$ cat src/cwu_pkg.sv
// Constants and types for the option words and stop-mode wakeup block.
//
// Functional notes
// - Wakeup generator starts at stop entry when wakeup interrupt enable is set.
// - Wakeup counters restart from zero on every stop entry.
// - Shared mask set suppresses the keypad/wakeup interrupt, not the latch; reset clears the mask.
// - Wakeup latch reads as a read-only bit of port A data.
// - Status/control bits 7 to 4 read zero and ignore writes.
// - Shared flag is set while a keypad/wakeup request is pending; reset clears.
// - Writing one to acknowledge clears the pending request; it reads zero.
// - Wakeup interrupt enable gates latching of wakeup requests; reset clears.
// - Each option word takes one write per reset; reads always allowed.
// - Option words decode at addresses 001e and 001f.
// - Pullup-off bit disconnects the interrupt pin pullup when one.
// - Pin function bits activate the interrupt or reset pin function when one.
// - Two-bit field selects internal, external, external RC or crystal clock.
// - Reset-pin function and detector voltage mode clear only at power-on.
// - Outside stop, period select gives 8176 or 262128 cycle watchdog timeout.
// - In stop, period select gives 512 or 16384 wakeup oscillator cycles.
// - Detector runs in stop when its stop enable is set and power is on.
// - Detector reset-off, power-off and 5 V or 3 V mode bits steer detector.
// - Short recovery bit gives 32 or 4096 cycle stop exit delay.
// - Stop exit by detector reset always uses the long recovery delay.
// - Stop enable permits stop; otherwise stop is an illegal opcode.
// - Watchdog-off bit disables the watchdog module when one.
// - Counter overflow latches a wakeup request for the keypad logic.
// - Wakeup latch sits at bit 6 of port A data.
// - Wakeup oscillator and counters run only in stop mode.
package cwu_pkg;

    // ****************************************************************
    // Register map
    // ****************************************************************
    localparam logic [15:0] CWU_ADDR_PORTA = 16'h0000;
    localparam logic [15:0] CWU_ADDR_KSC   = 16'h001a;
    localparam logic [15:0] CWU_ADDR_KEN   = 16'h001b;
    localparam logic [15:0] CWU_ADDR_OPT2  = 16'h001e;
    localparam logic [15:0] CWU_ADDR_OPT1  = 16'h001f;

    // ****************************************************************
    // Field positions
    // ****************************************************************
    localparam int CWU_PA_LATCH   = 6;
    localparam int CWU_KSC_FLAG   = 3;
    localparam int CWU_KSC_ACK    = 2;
    localparam int CWU_KSC_MASK   = 1;
    localparam int CWU_KEN_WIE    = 6;
    localparam int CWU_O2_PUOFF   = 7;
    localparam int CWU_O2_IRQON   = 6;
    localparam int CWU_O2_CSHI    = 4;
    localparam int CWU_O2_CSLO    = 3;
    localparam int CWU_O2_RSTON   = 0;
    localparam int CWU_O1_PSEL    = 7;
    localparam int CWU_O1_DSTOP   = 6;
    localparam int CWU_O1_DRSTOFF = 5;
    localparam int CWU_O1_DPWROFF = 4;
    localparam int CWU_O1_DVMODE  = 3;
    localparam int CWU_O1_SHORT_STOP_RECOVERY   = 2;
    localparam int CWU_O1_STOPEN  = 1;
    localparam int CWU_O1_WDOFF   = 0;

    // ****************************************************************
    // Reset values
    // ****************************************************************
    localparam logic [7:0] CWU_OPT_RST = 8'h00;
    localparam logic [7:0] CWU_ZERO8   = 8'h00;

    // ****************************************************************
    // Cycle counts
    // ****************************************************************
    localparam logic [17:0] CWU_WD_SHORT  = 18'd8176;
    localparam logic [17:0] CWU_WD_LONG   = 18'd262128;
    localparam logic [14:0] CWU_WK_SHORT  = 15'd512;
    localparam int          CWU_WK_LONG   = 16384;
    localparam int          CWU_OSC_DIV   = 8;
    localparam logic [12:0] CWU_REC_SHORT = 13'd32;
    localparam logic [12:0] CWU_REC_LONG  = 13'd4096;

    typedef enum logic [1:0] {
        CWU_RUN   = 2'b00,
        CWU_STOP  = 2'b01,
        CWU_RECOV = 2'b11
    } cwu_mode_t;

    typedef enum logic [1:0] {
        CWU_CS_INT  = 2'b00,
        CWU_CS_EXT  = 2'b01,
        CWU_CS_RC   = 2'b10,
        CWU_CS_XTAL = 2'b11
    } cwu_clksrc_t;

endpackage : cwu_pkg

$ cat src/cwu_wake_if.sv
// Link between the control block and the wakeup period generator.
`timescale 1ns/100ps
`default_nettype none
interface cwu_wake_if;
    logic run;
    logic short_sel;
    logic req;
    modport ctl (output run, output short_sel, input req);
    modport gen (input run, input short_sel, output req);
endinterface : cwu_wake_if
`default_nettype wire

$ cat src/cwu_wake_gen.sv
// Periodic wakeup generator running only while stop mode is held.
`timescale 1ns/100ps
`default_nettype none
module cwu_wake_gen #(
    parameter int LONG_CNT = 16384,
    parameter int OSC_DIV  = 8
) (
    input  wire logic  sys_clk_in,
    input  wire logic  nrst_in,
    cwu_wake_if.gen    wk
);
    import cwu_pkg::*;

    logic [15:0] div_r;
    logic [14:0] cnt_r;
    logic        tick;
    logic [14:0] limit;

    assign tick  = (div_r == 16'(OSC_DIV - 1));
    assign limit = wk.short_sel ? CWU_WK_SHORT : 15'(LONG_CNT);

    // ****************************************************************
    // Oscillator stand-in divider
    // ****************************************************************
    // Held at zero outside stop so every stop entry starts afresh.
    always_ff @(posedge sys_clk_in) begin
        if (!nrst_in || !wk.run) begin
            div_r <= 16'h0000;
        end else if (tick) begin
            div_r <= 16'h0000;
        end else begin
            div_r <= div_r + 16'h0001;
        end
    end

    // ****************************************************************
    // Period counter
    // ****************************************************************
    always_ff @(posedge sys_clk_in) begin
        if (!nrst_in || !wk.run) begin
            cnt_r <= 15'h0000;
            wk.req <= 1'b0;
        end else if (tick && cnt_r == limit - 15'h0001) begin
            cnt_r <= 15'h0000;
            wk.req <= 1'b1;
        end else begin
            if (tick) begin
                cnt_r <= cnt_r + 15'h0001;
            end
            wk.req <= 1'b0;
        end
    end

endmodule : cwu_wake_gen
`default_nettype wire

$ cat src/cwu_top.sv
// Option words, keypad/wakeup status and stop-mode sequencing.
`timescale 1ns/100ps
`default_nettype none
module cwu_top #(
    parameter int WAKE_LONG_CNT = 16384,
    parameter int WAKE_OSC_DIV  = 8
) (
    input  wire logic        sys_clk_in,
    input  wire logic        nrst_in,
    input  wire logic        por_in,
    input  wire logic [15:0] addr_in,
    input  wire logic [7:0]  wdata_in,
    input  wire logic        wr_in,
    input  wire logic        rd_in,
    output var  logic [7:0]  rdata_out,
    input  wire logic        stop_req_in,
    input  wire logic        lvi_rst_in,
    output var  logic        stop_mode_out,
    output var  logic        illegal_op_out,
    output var  logic        irq_out,
    output var  logic        irq_pullup_off_out,
    output var  logic        irq_pin_on_out,
    output var  logic        reset_pin_on_out,
    output var  cwu_pkg::cwu_clksrc_t clk_src_out,
    output var  logic [17:0] wd_timeout_out,
    output var  logic        wd_off_out,
    output var  logic        det_run_out,
    output var  logic        det_reset_off_out,
    output var  logic        det_5v_out,
    output var  logic [12:0] recovery_out
);
    import cwu_pkg::*;

    cwu_wake_if wk ();

    cwu_wake_gen #(
        .LONG_CNT (WAKE_LONG_CNT),
        .OSC_DIV  (WAKE_OSC_DIV)
    ) u_gen (
        .sys_clk_in (sys_clk_in),
        .nrst_in    (nrst_in),
        .wk         (wk)
    );

    function automatic logic hit(input logic [15:0] a,
                                 input logic [15:0] off);
        hit = (a == off);
    endfunction : hit

    logic [7:0]  opt1_r;
    logic [7:0]  opt2_r;
    logic        opt1_done_r;
    logic        opt2_done_r;
    logic        rst_pin_r;
    logic        dvmode_r;
    logic        mask_r;
    logic        wie_r;
    logic        latch_r;
    cwu_mode_t   mode_r;
    logic [12:0] rec_cnt_r;
    logic        rst_any;
    logic        wr_o1;
    logic        wr_o2;
    logic        ack;
    logic        wake_irq;

    assign rst_any = !nrst_in || por_in;
    // A write seen while reset is held must not reach the power-on-only bits.
    assign wr_o1   = !rst_any && wr_in && hit(addr_in, CWU_ADDR_OPT1) && !opt1_done_r;
    assign wr_o2   = !rst_any && wr_in && hit(addr_in, CWU_ADDR_OPT2) && !opt2_done_r;
    assign ack     = wr_in && hit(addr_in, CWU_ADDR_KSC) && wdata_in[CWU_KSC_ACK];
    assign wake_irq = latch_r && !mask_r;

    // ****************************************************************
    // Option words
    // ****************************************************************
    always_ff @(posedge sys_clk_in) begin
        if (rst_any) begin
            opt1_r      <= CWU_OPT_RST;
            opt2_r      <= CWU_OPT_RST;
            opt1_done_r <= 1'b0;
            opt2_done_r <= 1'b0;
        end else begin
            if (wr_o1) begin
                opt1_r      <= wdata_in;
                opt1_done_r <= 1'b1;
            end
            if (wr_o2) begin
                opt2_r      <= wdata_in;
                opt2_done_r <= 1'b1;
            end
        end
    end

    // Bits that only power-on reset clears.
    always_ff @(posedge sys_clk_in) begin
        if (por_in) begin
            rst_pin_r <= 1'b0;
            dvmode_r  <= 1'b0;
        end else begin
            if (wr_o2) begin
                rst_pin_r <= wdata_in[CWU_O2_RSTON];
            end
            if (wr_o1) begin
                dvmode_r <= wdata_in[CWU_O1_DVMODE];
            end
        end
    end

    // ****************************************************************
    // Keypad/wakeup control
    // ****************************************************************
    always_ff @(posedge sys_clk_in) begin
        if (rst_any) begin
            mask_r <= 1'b0;
            wie_r  <= 1'b0;
        end else begin
            if (wr_in && hit(addr_in, CWU_ADDR_KSC)) begin
                mask_r <= wdata_in[CWU_KSC_MASK];
            end
            if (wr_in && hit(addr_in, CWU_ADDR_KEN)) begin
                wie_r <= wdata_in[CWU_KEN_WIE];
            end
        end
    end

    // A request arriving with the acknowledge wins over the clear.
    always_ff @(posedge sys_clk_in) begin
        if (rst_any) begin
            latch_r <= 1'b0;
        end else if (wk.req && wie_r) begin
            latch_r <= 1'b1;
        end else if (ack) begin
            latch_r <= 1'b0;
        end
    end

    // ****************************************************************
    // Stop mode sequencing
    // ****************************************************************
    always_ff @(posedge sys_clk_in) begin
        if (rst_any) begin
            mode_r    <= CWU_RUN;
            rec_cnt_r <= CWU_REC_LONG;
        end else begin
            case (mode_r)
                CWU_RUN: begin
                    if (stop_req_in && opt1_r[CWU_O1_STOPEN]) begin
                        mode_r <= CWU_STOP;
                    end
                end
                CWU_STOP: begin
                    if (lvi_rst_in) begin
                        mode_r    <= CWU_RECOV;
                        rec_cnt_r <= CWU_REC_LONG;
                    end else if (wake_irq) begin
                        mode_r    <= CWU_RECOV;
                        rec_cnt_r <= opt1_r[CWU_O1_SHORT_STOP_RECOVERY] ?
                                     CWU_REC_SHORT : CWU_REC_LONG;
                    end
                end
                CWU_RECOV: begin
                    if (rec_cnt_r == 13'h0001) begin
                        mode_r <= CWU_RUN;
                    end else begin
                        rec_cnt_r <= rec_cnt_r - 13'h0001;
                    end
                end
                default: begin
                    mode_r <= CWU_RUN;
                end
            endcase
        end
    end

    // Generator runs only in stop and only when the wakeup is enabled.
    assign wk.run       = (mode_r == CWU_STOP) && wie_r;
    assign wk.short_sel = opt1_r[CWU_O1_PSEL];

    // ****************************************************************
    // Status and option outputs
    // ****************************************************************
    always_ff @(posedge sys_clk_in) begin
        if (rst_any) begin
            stop_mode_out  <= 1'b0;
            illegal_op_out <= 1'b0;
            irq_out        <= 1'b0;
            recovery_out   <= CWU_REC_LONG;
        end else begin
            stop_mode_out  <= (mode_r == CWU_STOP);
            illegal_op_out <= (mode_r == CWU_RUN) && stop_req_in &&
                              !opt1_r[CWU_O1_STOPEN];
            irq_out        <= wake_irq;
            recovery_out   <= opt1_r[CWU_O1_SHORT_STOP_RECOVERY] ?
                              CWU_REC_SHORT : CWU_REC_LONG;
        end
    end

    always_ff @(posedge sys_clk_in) begin
        if (rst_any) begin
            irq_pullup_off_out <= 1'b0;
            irq_pin_on_out     <= 1'b0;
            clk_src_out        <= CWU_CS_INT;
            wd_timeout_out     <= CWU_WD_LONG;
            wd_off_out         <= 1'b0;
            det_run_out        <= 1'b0;
            det_reset_off_out  <= 1'b0;
        end else begin
            irq_pullup_off_out <= opt2_r[CWU_O2_PUOFF];
            irq_pin_on_out     <= opt2_r[CWU_O2_IRQON];
            clk_src_out        <= cwu_clksrc_t'({opt2_r[CWU_O2_CSHI],
                                                 opt2_r[CWU_O2_CSLO]});
            wd_timeout_out     <= opt1_r[CWU_O1_PSEL] ?
                                  CWU_WD_SHORT : CWU_WD_LONG;
            wd_off_out         <= opt1_r[CWU_O1_WDOFF];
            det_run_out        <= !opt1_r[CWU_O1_DPWROFF] &&
                                  ((mode_r != CWU_STOP) ||
                                   opt1_r[CWU_O1_DSTOP]);
            det_reset_off_out  <= opt1_r[CWU_O1_DRSTOFF];
        end
    end

    // Power-on-only bits feed these, so they follow por_in alone.
    always_ff @(posedge sys_clk_in) begin
        if (por_in) begin
            reset_pin_on_out <= 1'b0;
            det_5v_out       <= 1'b0;
        end else begin
            reset_pin_on_out <= rst_pin_r;
            det_5v_out       <= dvmode_r;
        end
    end

    // ****************************************************************
    // Read port
    // ****************************************************************
    always_ff @(posedge sys_clk_in) begin
        if (rst_any) begin
            rdata_out <= CWU_ZERO8;
        end else if (rd_in) begin
            rdata_out <= CWU_ZERO8;
            if (hit(addr_in, CWU_ADDR_PORTA)) begin
                rdata_out[CWU_PA_LATCH] <= latch_r;
            end
            if (hit(addr_in, CWU_ADDR_KSC)) begin
                rdata_out[CWU_KSC_FLAG] <= latch_r;
                rdata_out[CWU_KSC_MASK] <= mask_r;
            end
            if (hit(addr_in, CWU_ADDR_KEN)) begin
                rdata_out[CWU_KEN_WIE] <= wie_r;
            end
            if (hit(addr_in, CWU_ADDR_OPT1)) begin
                rdata_out <= {opt1_r[7:4], dvmode_r, opt1_r[2:0]};
            end
            if (hit(addr_in, CWU_ADDR_OPT2)) begin
                rdata_out <= {opt2_r[7:1], rst_pin_r};
            end
        end else begin
            rdata_out <= CWU_ZERO8;
        end
    end

endmodule : cwu_top
`default_nettype wire

$ cat config.mk
export PLATFORM = sky130hd
export DESIGN_NAME = cwu_top
export DESIGN_NICKNAME = d
export VERILOG_FILES = /design/src/cwu_pkg.sv /design/src/cwu_wake_if.sv /design/src/cwu_wake_gen.sv /design/src/cwu_top.sv
export SDC_FILE = /design/constraint.sdc
export NUM_CORES = 1
export LEC_CHECK = 0
export BUFFER_PORTS_ARGS = -buffer_cell sky130_fd_sc_hd__buf_2
export CAP_MARGIN = 10
export CORE_ASPECT_RATIO = 1.4
export CORE_MARGIN = 2
export CORE_UTILIZATION = 45
export DETAILED_ROUTE_END_ITERATION = 8
export HOLD_SLACK_MARGIN = 0.12
export PLACE_DENSITY = 0.79
export SLEW_MARGIN = 10
export SYNTH_ARGS = -nofsm -noshare
export SYNTH_HDL_FRONTEND = slang
export SYNTH_SLANG_ARGS = --single-unit
$ cat constraint.sdc
create_clock -name sys_clk_in -period 5 [get_ports sys_clk_in]
set_input_delay 0.5 -clock sys_clk_in [delete_from_list [all_inputs] [get_ports sys_clk_in]]
set_output_delay 0.5 -clock sys_clk_in [all_outputs]
set_load 0.02 [all_outputs]
* Word level (Yosys, flattened, before mapping)
Cells that the tools add are included.
** Cells by class
- Add/subtract/negate cells :: 4
- Equal/unequal tests :: 14
- Multiplexer cells :: 21
- Bitwise logic cells :: 1
- Reductions and logical operators :: 36
** Operators with widths (count)
- $eq 16x5->1 const B :: 4
- $mux 13 :: 4
- $pmux 13 s2 :: 1
- $mux 18 :: 1
- $add 16x1->16 const B :: 1
- $eq 16x3->1 const B :: 1
- $logic_and 1x1->1 :: 16
- $logic_not 16->1 :: 1
- $mux 8 :: 2
- $add 15x1->15 const B :: 1
- $eq 15x15->1 :: 1
- $mux 15 :: 1
- $sub 15x1->15 const B :: 1
- $eq 13x1->1 const B :: 1
- $sub 13x1->13 const B :: 1
- $logic_not 1->1 :: 8
- $mux 2 :: 4
- $mux 1 :: 7
- $ne 2x2->1 const B :: 3
- $pmux 2 s3 :: 1
- $reduce_and 3->1 :: 2
- $reduce_or 2->1 :: 3
- $reduce_bool 2->1 :: 2
- $logic_or 1x1->1 :: 3
- other kinds (6) :: 6
** Word-level totals
- Register bits after elaboration :: 121
- Input port bits :: 31
- Output and inout port bits :: 51
- Logic and storage cells :: 104

* Logic depth before layout (Yosys ltp)
Gate-level depths: netlist (run 1).
- Word-level depth :: 6
- Gate-level depth with buffers :: 8
- Mapped depth without buffers :: 7

* Hierarchy
Synthesis (run 1) repeated with hierarchy kept, for this count alone.
** Unflattened totals
- Cells, all modules :: 452
- Area total of the unflattened synthesis :: 4072.7 µm²
** By module, submodules not included
- cwu_top :: instances 1, cells an instance 287, area each 2608.8 µm², sequential area each 1181.1 µm²
- cwu_wake_gen :: instances 1, cells an instance 165, area each 1463.9 µm², sequential area each 640.6 µm²

* Least setup slack after synthesis (run 1)
Ideal clock, no wire load.
- Path kind :: input to register
- From :: input addr_in[14]
- To :: register opt1_r[2]
- Setup time :: 0.120 ns
- Arrival time :: 2.090 ns
- Required time :: 4.880 ns
- Path slack :: 2.790 ns
- Stages :: 5
- Buffers on the path :: 0
- Cell sequence :: or4_4 -> nor4_4 -> nand4_1 -> or3_4 -> mux2i_1
** On the way
- Longest elaborated chain between the ends :: 3
** RTL lines
- from (decl) :: RTL line cwu_top.sv:11 : input wire logic [15:0] addr_in,
- $eq 16x5->1 :: RTL line cwu_top.sv:47 : hit = (a == off);
- $logic_and 1x1->1 (2 in series) :: RTL line cwu_top.sv:69 : assign wr_o1 = !rst_any && wr_in && hit(addr_in, CWU_ADDR_OPT1) && !opt1_done_r;
- to (signal assigned) :: RTL line cwu_top.sv:85 : opt1_r <= wdata_in;
- to (decl) :: RTL line cwu_top.sv:50 : logic [7:0] opt1_r;
No other way between the ends.
A chain may end at the register's enable or synchronous reset.

* Worst setup path after layout (run 1)
- From :: register u_gen.div_r[0]
- To :: register u_gen.cnt_r[13]
** On the way
- Longest elaborated chain between the ends :: 3
** RTL lines
- from (decl) :: RTL line cwu_wake_gen.sv:14 : logic [15:0] div_r;
- from (signal assigned) :: RTL line cwu_wake_gen.sv:32 : div_r <= div_r + 16'h0001;
- $eq 16x3->1 * :: RTL line cwu_wake_gen.sv:19 : assign tick = (div_r == 16'(OSC_DIV - 1));
- $logic_and 1x1->1 :: RTL line cwu_wake_gen.sv:43 : end else if (tick && cnt_r == limit - 15'h0001) begin
- $reduce_or 2->1 (no line)
- to (signal assigned) :: RTL line cwu_wake_gen.sv:48 : cnt_r <= cnt_r + 15'h0001;
- to (decl) :: RTL line cwu_wake_gen.sv:15 : logic [14:0] cnt_r;
Mark *: on every way between the ends. The rest lies on a longest branch, timed or not.

==> results of run 1 <==
## cell usage after synthesis (7+ instances only)
cell type,n
a21oi_1,12
and2_1,12
and3_1,7
buf_4,28
clkbuf_1,14
dfxtp_1,91
inv_1,9
mux2i_1,15
nand2_1,30
nand3_1,28
nand4_1,21
nor2_1,62
nor3_1,11
nor4_1,7
o21ai_0,18
or3_1,8
xor2_1,21
## worst min-delay path by stage
stage | start | endpoint | slack [ns] | depth (start not counted)
3_5_place_dp | u_gen.cnt_r[14] | u_gen.cnt_r[14] | 0.46 | 2
4_1_cts | por_in | dvmode_r | 0.37 | 2
2_1_floorplan | opt1_r[7] | wd_timeout_out[16] | 0.40 | 1
3_3_place_gp | opt1_r[7] | wd_timeout_out[16] | 0.45 | 1
5_1_grt | por_in | dvmode_r | 0.39 | 2
6_report | por_in | dvmode_r | 0.38 | 2
## per-layer routing
layer | GRT usage | up-vias | share of wire | routed length, um
met3 | 0.0297 | 15 | 0.037 | 312
met5 | 0 | - | 0 | 0
li1 | - | 1661 | - | -
met1 | 0.186 | 1577 | 0.41 | 3420
met2 | 0.333 | 83 | 0.53 | 4430
met4 | 0.0772 | 0 | 0.021 | 175
## power by group through the flow
stage               Sequential (mW)  Combinational [mW]  Clock [mW]
finish                        0.725              0.0518       0.693
global route                  0.725              0.0567       0.728
detailed placement            0.742              0.0509           0
CTS                           0.725              0.0509       0.701
global placement              0.742              0.0506           0
floorplan                     0.743              0.0459           0
## metrics by stage
step,setup WS [ns],cells,util
after floorplan,2.79,487,-
after global placement,2.60,606,0.482
after detailed placement,2.55,606,0.482
after CTS,2.55,622,0.517
after global routing,2.29,622,0.517
final,2.56,622,0.517
## cell usage in the layout (no fill, tap or decap), types with 8 or more instances in the layout
cell type	n
a21oi_1	12
and2_1	12
buf_2	57
clkbuf_16	9
conb_1	24
dfxtp_1	91
inv_1	9
mux2i_1	15
nand2_1	30
nand3_1	28
nand4_1	21
nor2_1	62
nor3_1	11
o21ai_0	18
or3_1	8
xor2_1	21
## worst max-delay path, delay by kind of cell (launching register included)
| kind | cells | cell delay [ns] |
|---|---|---|
| and+or+nand+nor | 4 | 1.12 |
| AOI/OAI and AO/OA | 1 | 0.47 |
| DFF | 1 | 0.40 |
| adders and majority gates | 1 | 0.31 |
## flip-flops by register name, indices dropped and copies added, names as in the netlist, 2 cells and up
| name | count |
|---|---|
| rec_cnt_r | 13 |
| clk_src_out | 2 |
| recovery_out | 2 |
| u_gen.cnt_r | 15 |
| u_gen.div_r | 16 |
| opt2_r | 7 |
| mode_r | 2 |
| rdata_out | 8 |
| opt1_r | 7 |
## cell families (layout without fill, tap and decap cells)
kind of cell / Yosys count / after routing
DFF: 91 / 91
other: 2 / 24
and+or+nand+nor: 221 / 221
muxes: 19 / 19
adders and majority gates: 4 / 4
xor gates and xnor gates: 26 / 26
buffers and inverters: 55 / 83
AOI/OAI and AO/OA: 47 / 47
## area by class of cell
| type | instances | area share |
|---|---|---|
| Multi-Input combinational cell | 341 | 0.439 |
| Sequential cell | 91 | 0.395 |
| Inverter | 9 | 0.00732 |
| Timing Repair Buffer | 58 | 0.0634 |
| Clock buffer | 9 | 0.0488 |
| Clock inverter | 7 | 0.0182 |
| Tap cell | 107 | 0.0290 |
==> flow_metrics.py, run 1 <==
metrics = {
    "cts": {
        "cts.reportedPaths.clkPinSlew_ns": 0.07,
        "cts_buffers": 9,
        "post-cts-setup-buffers": 0,
        "cts_sinks": 91,
        "cts_resized": 0,
        "clk_path_buf_depth": 2,
        "cts_root_buf": "clkbuf_16",
        "hold_buffers": 0,
        "cts-htree-levels": 3,
        "cts_tree": "done",
        "clkLatencyLatePin_ns": 0.34,
    },
    "drt": {
        "drc": 0,
        "antenna_left": 0,
        "routed_wl_um": 8340,
        "drtIter0Drc": 141,
        "viasPerCell": 5.36,
        "first_pass_iters": 5,
        "route.vias.total": 3336,
        "wl_per_cell_um": 13.4,
    },
    "worst_setup_path": {
        "timing.rr.end": "u_gen.cnt_r[13]",
        "timing.critical_path.to": "u_gen.cnt_r[13]",
        "r2r_cells": 6,
        "worstPathArrival_ns": 2.65,
        "cp_data_required_time_ns": 5.21,
        "crit_slowest_cell": "o21ai_1",
        "path_cells": "ha_1 -> nor4b_1 -> and4_1 -> nand2_1 -> o21ai_1 -> nor2_1",
        "worst_setup_path_start_kind": "register",
        "cp-startpoint": "u_gen.div_r[0]",
        "cp-end-kind": "register",
        "critical_path_class": "reg2reg",
        "rr_startpoint": "u_gen.div_r[0]",
        "slowest_delay_ns": 0.47,
        "cp_max_fo": 9,
        "r2r_slack_ns": 2.56,
    },
    "floorplanning": {
        "die-area_mm2": 0.00985,
        "pin_count": 82,
        "initial_core_util": 0.457,
        "num_rows": 41,
        "core_mm2": 0.00893,
        "fp.dieW_um": 84.5,
        "die_h_um": 117,
    },
    "sta": {
        "max_slew_margin": 0.218,
        "hold_viol_final": 0,
        "period_minus_slack_ns": 2.44,
        "rsz0062_at_grt": "false",
        "fin_crit_sh": 0.488,
        "fmaxAchievable_mhz": 410,
        "tightest_slew_ns": 1.16,
        "fin_hold_ws_ns": 0.376,
        "fin_skew_ns": 0.00869,
        "tns_ns": 0,
        "drv_slew": 0,
        "setup-violations-final": 0,
    },
    "logic_synthesis": {
        "async_flop_share": 0,
        "synth_fa_ha_area_frac": 0.0123,
        "yosysUniqueCellTypes": 48,
        "syn_inst": 465,
        "synth.ff_latch_count": 91,
        "ys_top_cells_by_area": "dfxtp_1 (45%), nor2_1 (5.7%), buf_4 (5.2%), xor2_1 (4.5%), mux2i_1 (3.7%)",
        "synth_xor_area_frac": 0.0558,
        "synth_simple_gate_area_frac": 0.290,
        "yosysTopAreaCellShare": 0.447,
        "ys_seq_area_frac": 0.447,
        "muxShareOfSynthArea": 0.0479,
        "synth_top_family_by_area": "simple AND/OR/NAND/NOR gates",
        "yosysWarnings": 0,
        "synth_edf_count": 0,
        "synthFlopType": "dfxtp_1",
        "syn-cell-area_mm2": 0.00408,
        "yosys.area.top_type": "dfxtp_1",
        "syn_avg_cell_area_um2": 8.77,
        "synth-compound-area-share": 0.0684,
    },
    "power_and_ir_drop": {
        "powerDensity_mw_per_mm2": 318,
        "p_leak_nw": 1.84,
        "finalPower_mw": 1.47,
        "swShare": 0.227,
        "ir_drop_uv": 226,
        "pwr-share-clk": 0.471,
        "seqPwrFrac": 0.493,
        "p_switching_mw": 0.334,
        "p_comb_frac": 0.035,
        "p_int_mw": 1.14,
    },
    "placed_design": {
        "place_hpwl_um": 6070,
        "io_buffers": 57,
        "placed_area_mm2": 0.00431,
        "place.gp.congestion": 0.858,
    },
    "cells_and_area": {
        "multi_input_area_mm2": 0.00202,
        "seqCellArea_mm2": 0.00182,
        "syn_to_final_growth_pct": 13.2,
        "fill_cells": 828,
        "stdcell_area_mm2": 0.00462,
        "drive_gt1_frac": 0.165,
        "layout.nets": 545,
        "antenna_cells": 0,
    },
    "global_routing": {
        "grt_start_max_net_pins": 25,
        "first_global_vias": 3243,
        "grt_first_pass_wirelength_um": 14000,
        "antenna_found_initial": 0,
        "grt_use_total": 0.174,
        "grt-ovfl-total": 0,
    },
    "worst_hold_path": {
        "min_path_type": "in2reg",
    },
    "job": {
        "max_cap_viol_count": 0,
    },
    "status": {
        "status": "completed",
    },
}
Note: power is estimated with default switching activity, not from simulation.
==> inputs of run 2 (changes only) <==
--- a/config.mk
+++ b/config.mk
@@ -5,6 +5,7 @@
 export SDC_FILE = /design/constraint.sdc
 export NUM_CORES = 1
 export LEC_CHECK = 0
+export ABC_AREA = 1
 export BUFFER_PORTS_ARGS = -buffer_cell sky130_fd_sc_hd__buf_2
 export CAP_MARGIN = 10
 export CORE_ASPECT_RATIO = 1.4
@@ -12,7 +13,7 @@
 export CORE_UTILIZATION = 45
 export DETAILED_ROUTE_END_ITERATION = 8
 export HOLD_SLACK_MARGIN = 0.12
-export PLACE_DENSITY = 0.79
+export PLACE_DENSITY = 0.81
 export SLEW_MARGIN = 10
 export SYNTH_ARGS = -nofsm -noshare
 export SYNTH_HDL_FRONTEND = slang
==> constraint.sdc (replaced) <==
create_clock -name sys_clk_in -period 2.2 [get_ports sys_clk_in]
set_input_delay 0.22 -clock sys_clk_in [delete_from_list [all_inputs] [get_ports sys_clk_in]]
set_output_delay 0.22 -clock sys_clk_in [all_outputs]
set_load 0.02 [all_outputs]
==> flow_metrics.py, run 2 <==
metrics = {
    "placed_design": {
        "place.gp.congestion": 0.910,
        "place_hpwl_um": 8260,
        "io_buffers": 57,
        "place_inst": 880,
    },
    "logic_synthesis": {
        "synthFlopType": "dfxtp_1",
        "yosys.area.top_type": "dfxtp_1",
        "synth_edf_count": 0,
        "syn_inst": 698,
        "yosysWarnings": 0,
        "syn_avg_cell_area_um2": 6.77,
        "synth.ff_latch_count": 91,
        "ys_top_cells_by_area": "dfxtp_1 (39%), nand2_1 (12%), nor2_1 (11%), inv_1 (5.9%), a21oi_1 (5.8%)",
        "yosysUniqueCellTypes": 35,
        "async_flop_share": 0,
        "ys_seq_area_frac": 0.385,
        "synth_top_cells_by_count": "nand2_1 (149), nor2_1 (138), dfxtp_1 (91)",
        "yosysMostFrequentCell": "nand2_1",
        "yosysTopAreaCellShare": 0.385,
        "syn-cell-area_mm2": 0.00473,
    },
    "floorplanning": {
        "core_mm2": 0.0103,
        "pin_count": 82,
        "initial_core_util": 0.459,
        "die_h_um": 125,
        "num_rows": 44,
        "die-area_mm2": 0.0114,
        "fp.dieW_um": 90.6,
    },
    "worst_setup_path": {
        "rr_startpoint": "u_gen.div_r[0]",
        "cp_max_fo": 18,
        "r2r_slack_ns": 0.48,
        "timing.rr.end": "u_gen.div_r[7]",
        "r2r_cells": 10,
        "worst_setup_path_start_kind": "primary input",
        "worstPathArrival_ns": 2.04,
        "cp_data_required_time_ns": 2.42,
        "critical_path_class": "in2reg",
        "cp-end-kind": "register",
    },
    "power_and_ir_drop": {
        "ir_drop_uv": 614,
        "p_int_mw": 2.72,
        "swShare": 0.218,
        "p_switching_mw": 0.756,
        "p_comb_frac": 0.039,
        "seqPwrFrac": 0.475,
        "finalPower_mw": 3.47,
        "powerDensity_mw_per_mm2": 649,
        "p_leak_nw": 2.16,
        "pwr-share-clk": 0.487,
    },
    "sta": {
        "fin_skew_ns": 0.00668,
        "rsz0062_at_grt": "false",
        "fin_crit_sh": 0.829,
        "period_minus_slack_ns": 1.82,
        "setup-violations-final": 0,
        "fmaxAchievable_mhz": 548,
        "drv_slew": 0,
        "tns_ns": 0,
        "max_slew_margin": 0.662,
        "hold_viol_final": 0,
        "tightest_slew_ns": 0.507,
    },
    "cells_and_area": {
        "fill_cells": 1054,
        "final_util": 0.520,
        "layout.nets": 790,
        "syn_to_final_growth_pct": 13.2,
        "drive_gt1_frac": 0.133,
        "layout.cells.most_common": "nand2_1",
        "final_cell_mix": "nand2_1 (149), nor2_1 (138), dfxtp_1 (91)",
        "multi_input_area_mm2": 0.00239,
        "seqCellArea_mm2": 0.00182,
        "top_regs": "u_gen.div_r: 16 flops, u_gen.cnt_r: 15 flops, rec_cnt_r: 13 flops",
        "largest_register": "u_gen.div_r",
        "largest_reg_flops": 16,
        "final_cell_count_no_fill": 898,
        "antenna_cells": 0,
    },
    "cts": {
        "cts.reportedPaths.clkPinSlew_ns": 0.06,
        "post-cts-setup-buffers": 0,
        "cts_tree": "done",
        "cts_root_buf": "clkbuf_16",
        "clkLatencyLatePin_ns": 0.35,
        "clk_path_buf_depth": 2,
        "cts-htree-levels": 3,
        "cts_sinks": 91,
        "cts_buffers": 9,
    },
    "global_routing": {
        "grt_use_total": 0.198,
        "grt_first_pass_wirelength_um": 18500,
        "first_global_vias": 4214,
        "antenna_found_initial": 0,
        "grt-ovfl-total": 0,
        "grt_start_max_net_pins": 19,
    },
    "drt": {
        "drtIter0Drc": 250,
        "wl_per_cell_um": 12.3,
        "wl_met3_um": 479,
        "route.vias.total": 4440,
        "drc": 0,
        "first_pass_iters": 4,
        "antenna_left": 0,
        "routed_wl_um": 11000,
        "wl_met1_um": 4420,
        "wl_met2_um": 5720,
        "top_layer": "met4",
        "viasPerCell": 4.94,
    },
    "worst_hold_path": {
        "whs_endpoint": "wie_r",
        "worstHoldStart": "wdata_in[6]",
        "min_path_type": "in2reg",
        "hold_depth": 3,
    },
    "job": {
        "max_cap_viol_count": 0,
    },
    "status": {
        "status": "completed",
    },
}
run 2: cell types whose count changed in the layout (fill, tap and decap cells not counted), sizes merged, moves of 11 or more:
cell   previous run  this run
nand2            30       155
nor2             62       146
inv              12        78
a21oi            12        56
xor2             21         5
mux2i            15         0
nand4            22        36
nand3            28        39
run 2: stage by stage:
stage	worst slack (ns)	area (um^2)	hold WS, ns
final	0.376	5350	0.158
after global routing	0.219	5350	0.171
after CTS	0.404	5350	0.158
after detailed placement	0.461	5000	0.441
after global placement	0.475	5000	0.430
after floorplan	0.789	4810	0.289
run 2: final cells by class:
cell class / count / share of cell area
inverter: 80 / 0.0563
timing repair buffer: 64 / 0.0640
multi-input combinational: 509 / 0.446
clock inverter: 5 / 0.0159
sequential: 91 / 0.340
clock buffer: 11 / 0.0453
tap: 138 / 0.0323
run 2: worst max path at each step:
stage	startpoint	endpoint	slack, ns	cells past startpoint
after floorplan	u_gen.cnt_r[0]	u_gen.cnt_r[5]	0.79	7
after global placement	addr_in[15]	rdata_out[3]	0.48	9
after detailed placement	addr_in[15]	rdata_out[3]	0.46	9
after CTS	por_in	opt2_r[1]	0.40	7
after global routing	u_gen.div_r[0]	u_gen.div_r[7]	0.22	10
final	por_in	opt2_r[1]	0.38	7
run 2: per-layer routing:
metal	global-route usage	vias up
li1	-	2298
met1	0.211	1993
met2	0.365	116
met3	0.0398	33
met4	0.104	0
met5	0	-
run 2: worst max-delay path, cell delays in order:
cell           delay [ns]
dlygate4sd3_1        0.53
buf_2                0.16
or2_1                0.39
nor2_8               0.31
nand4_4              0.23
nand2_1              0.13
a21oi_1              0.07
run 2: what timing repair did:
item                                   in CTS  in global routing
endpoints found under the hold margin       3                  0
hold buffers                                2                  0
gates resized for setup                     0                  0
run 2: power groups by stage:
| stage | Clock (mW) | Sequential, mW | Combinational, mW |
|---|---|---|---|
| 2_1_floorplan | 0 | 1.69 | 0.112 |
| 3_3_place_gp | 0 | 1.69 | 0.130 |
| 3_5_place_dp | 0 | 1.69 | 0.131 |
| 4_1_cts | 1.71 | 1.65 | 0.134 |
| 5_1_grt | 1.77 | 1.65 | 0.147 |
| 6_report | 1.69 | 1.65 | 0.135 |
run 2: kinds of logic after synthesis:
family,Yosys count,synth area share
flip-flops,91,0.385
adder cells (fa/ha/maj),4,0.0106
buffers and inverters,120,0.128
AO/OA/AOI/OAI,73,0.0812
other,2,0.00159
AND/OR/NAND/NOR,398,0.375
XOR/XNOR,10,0.0185
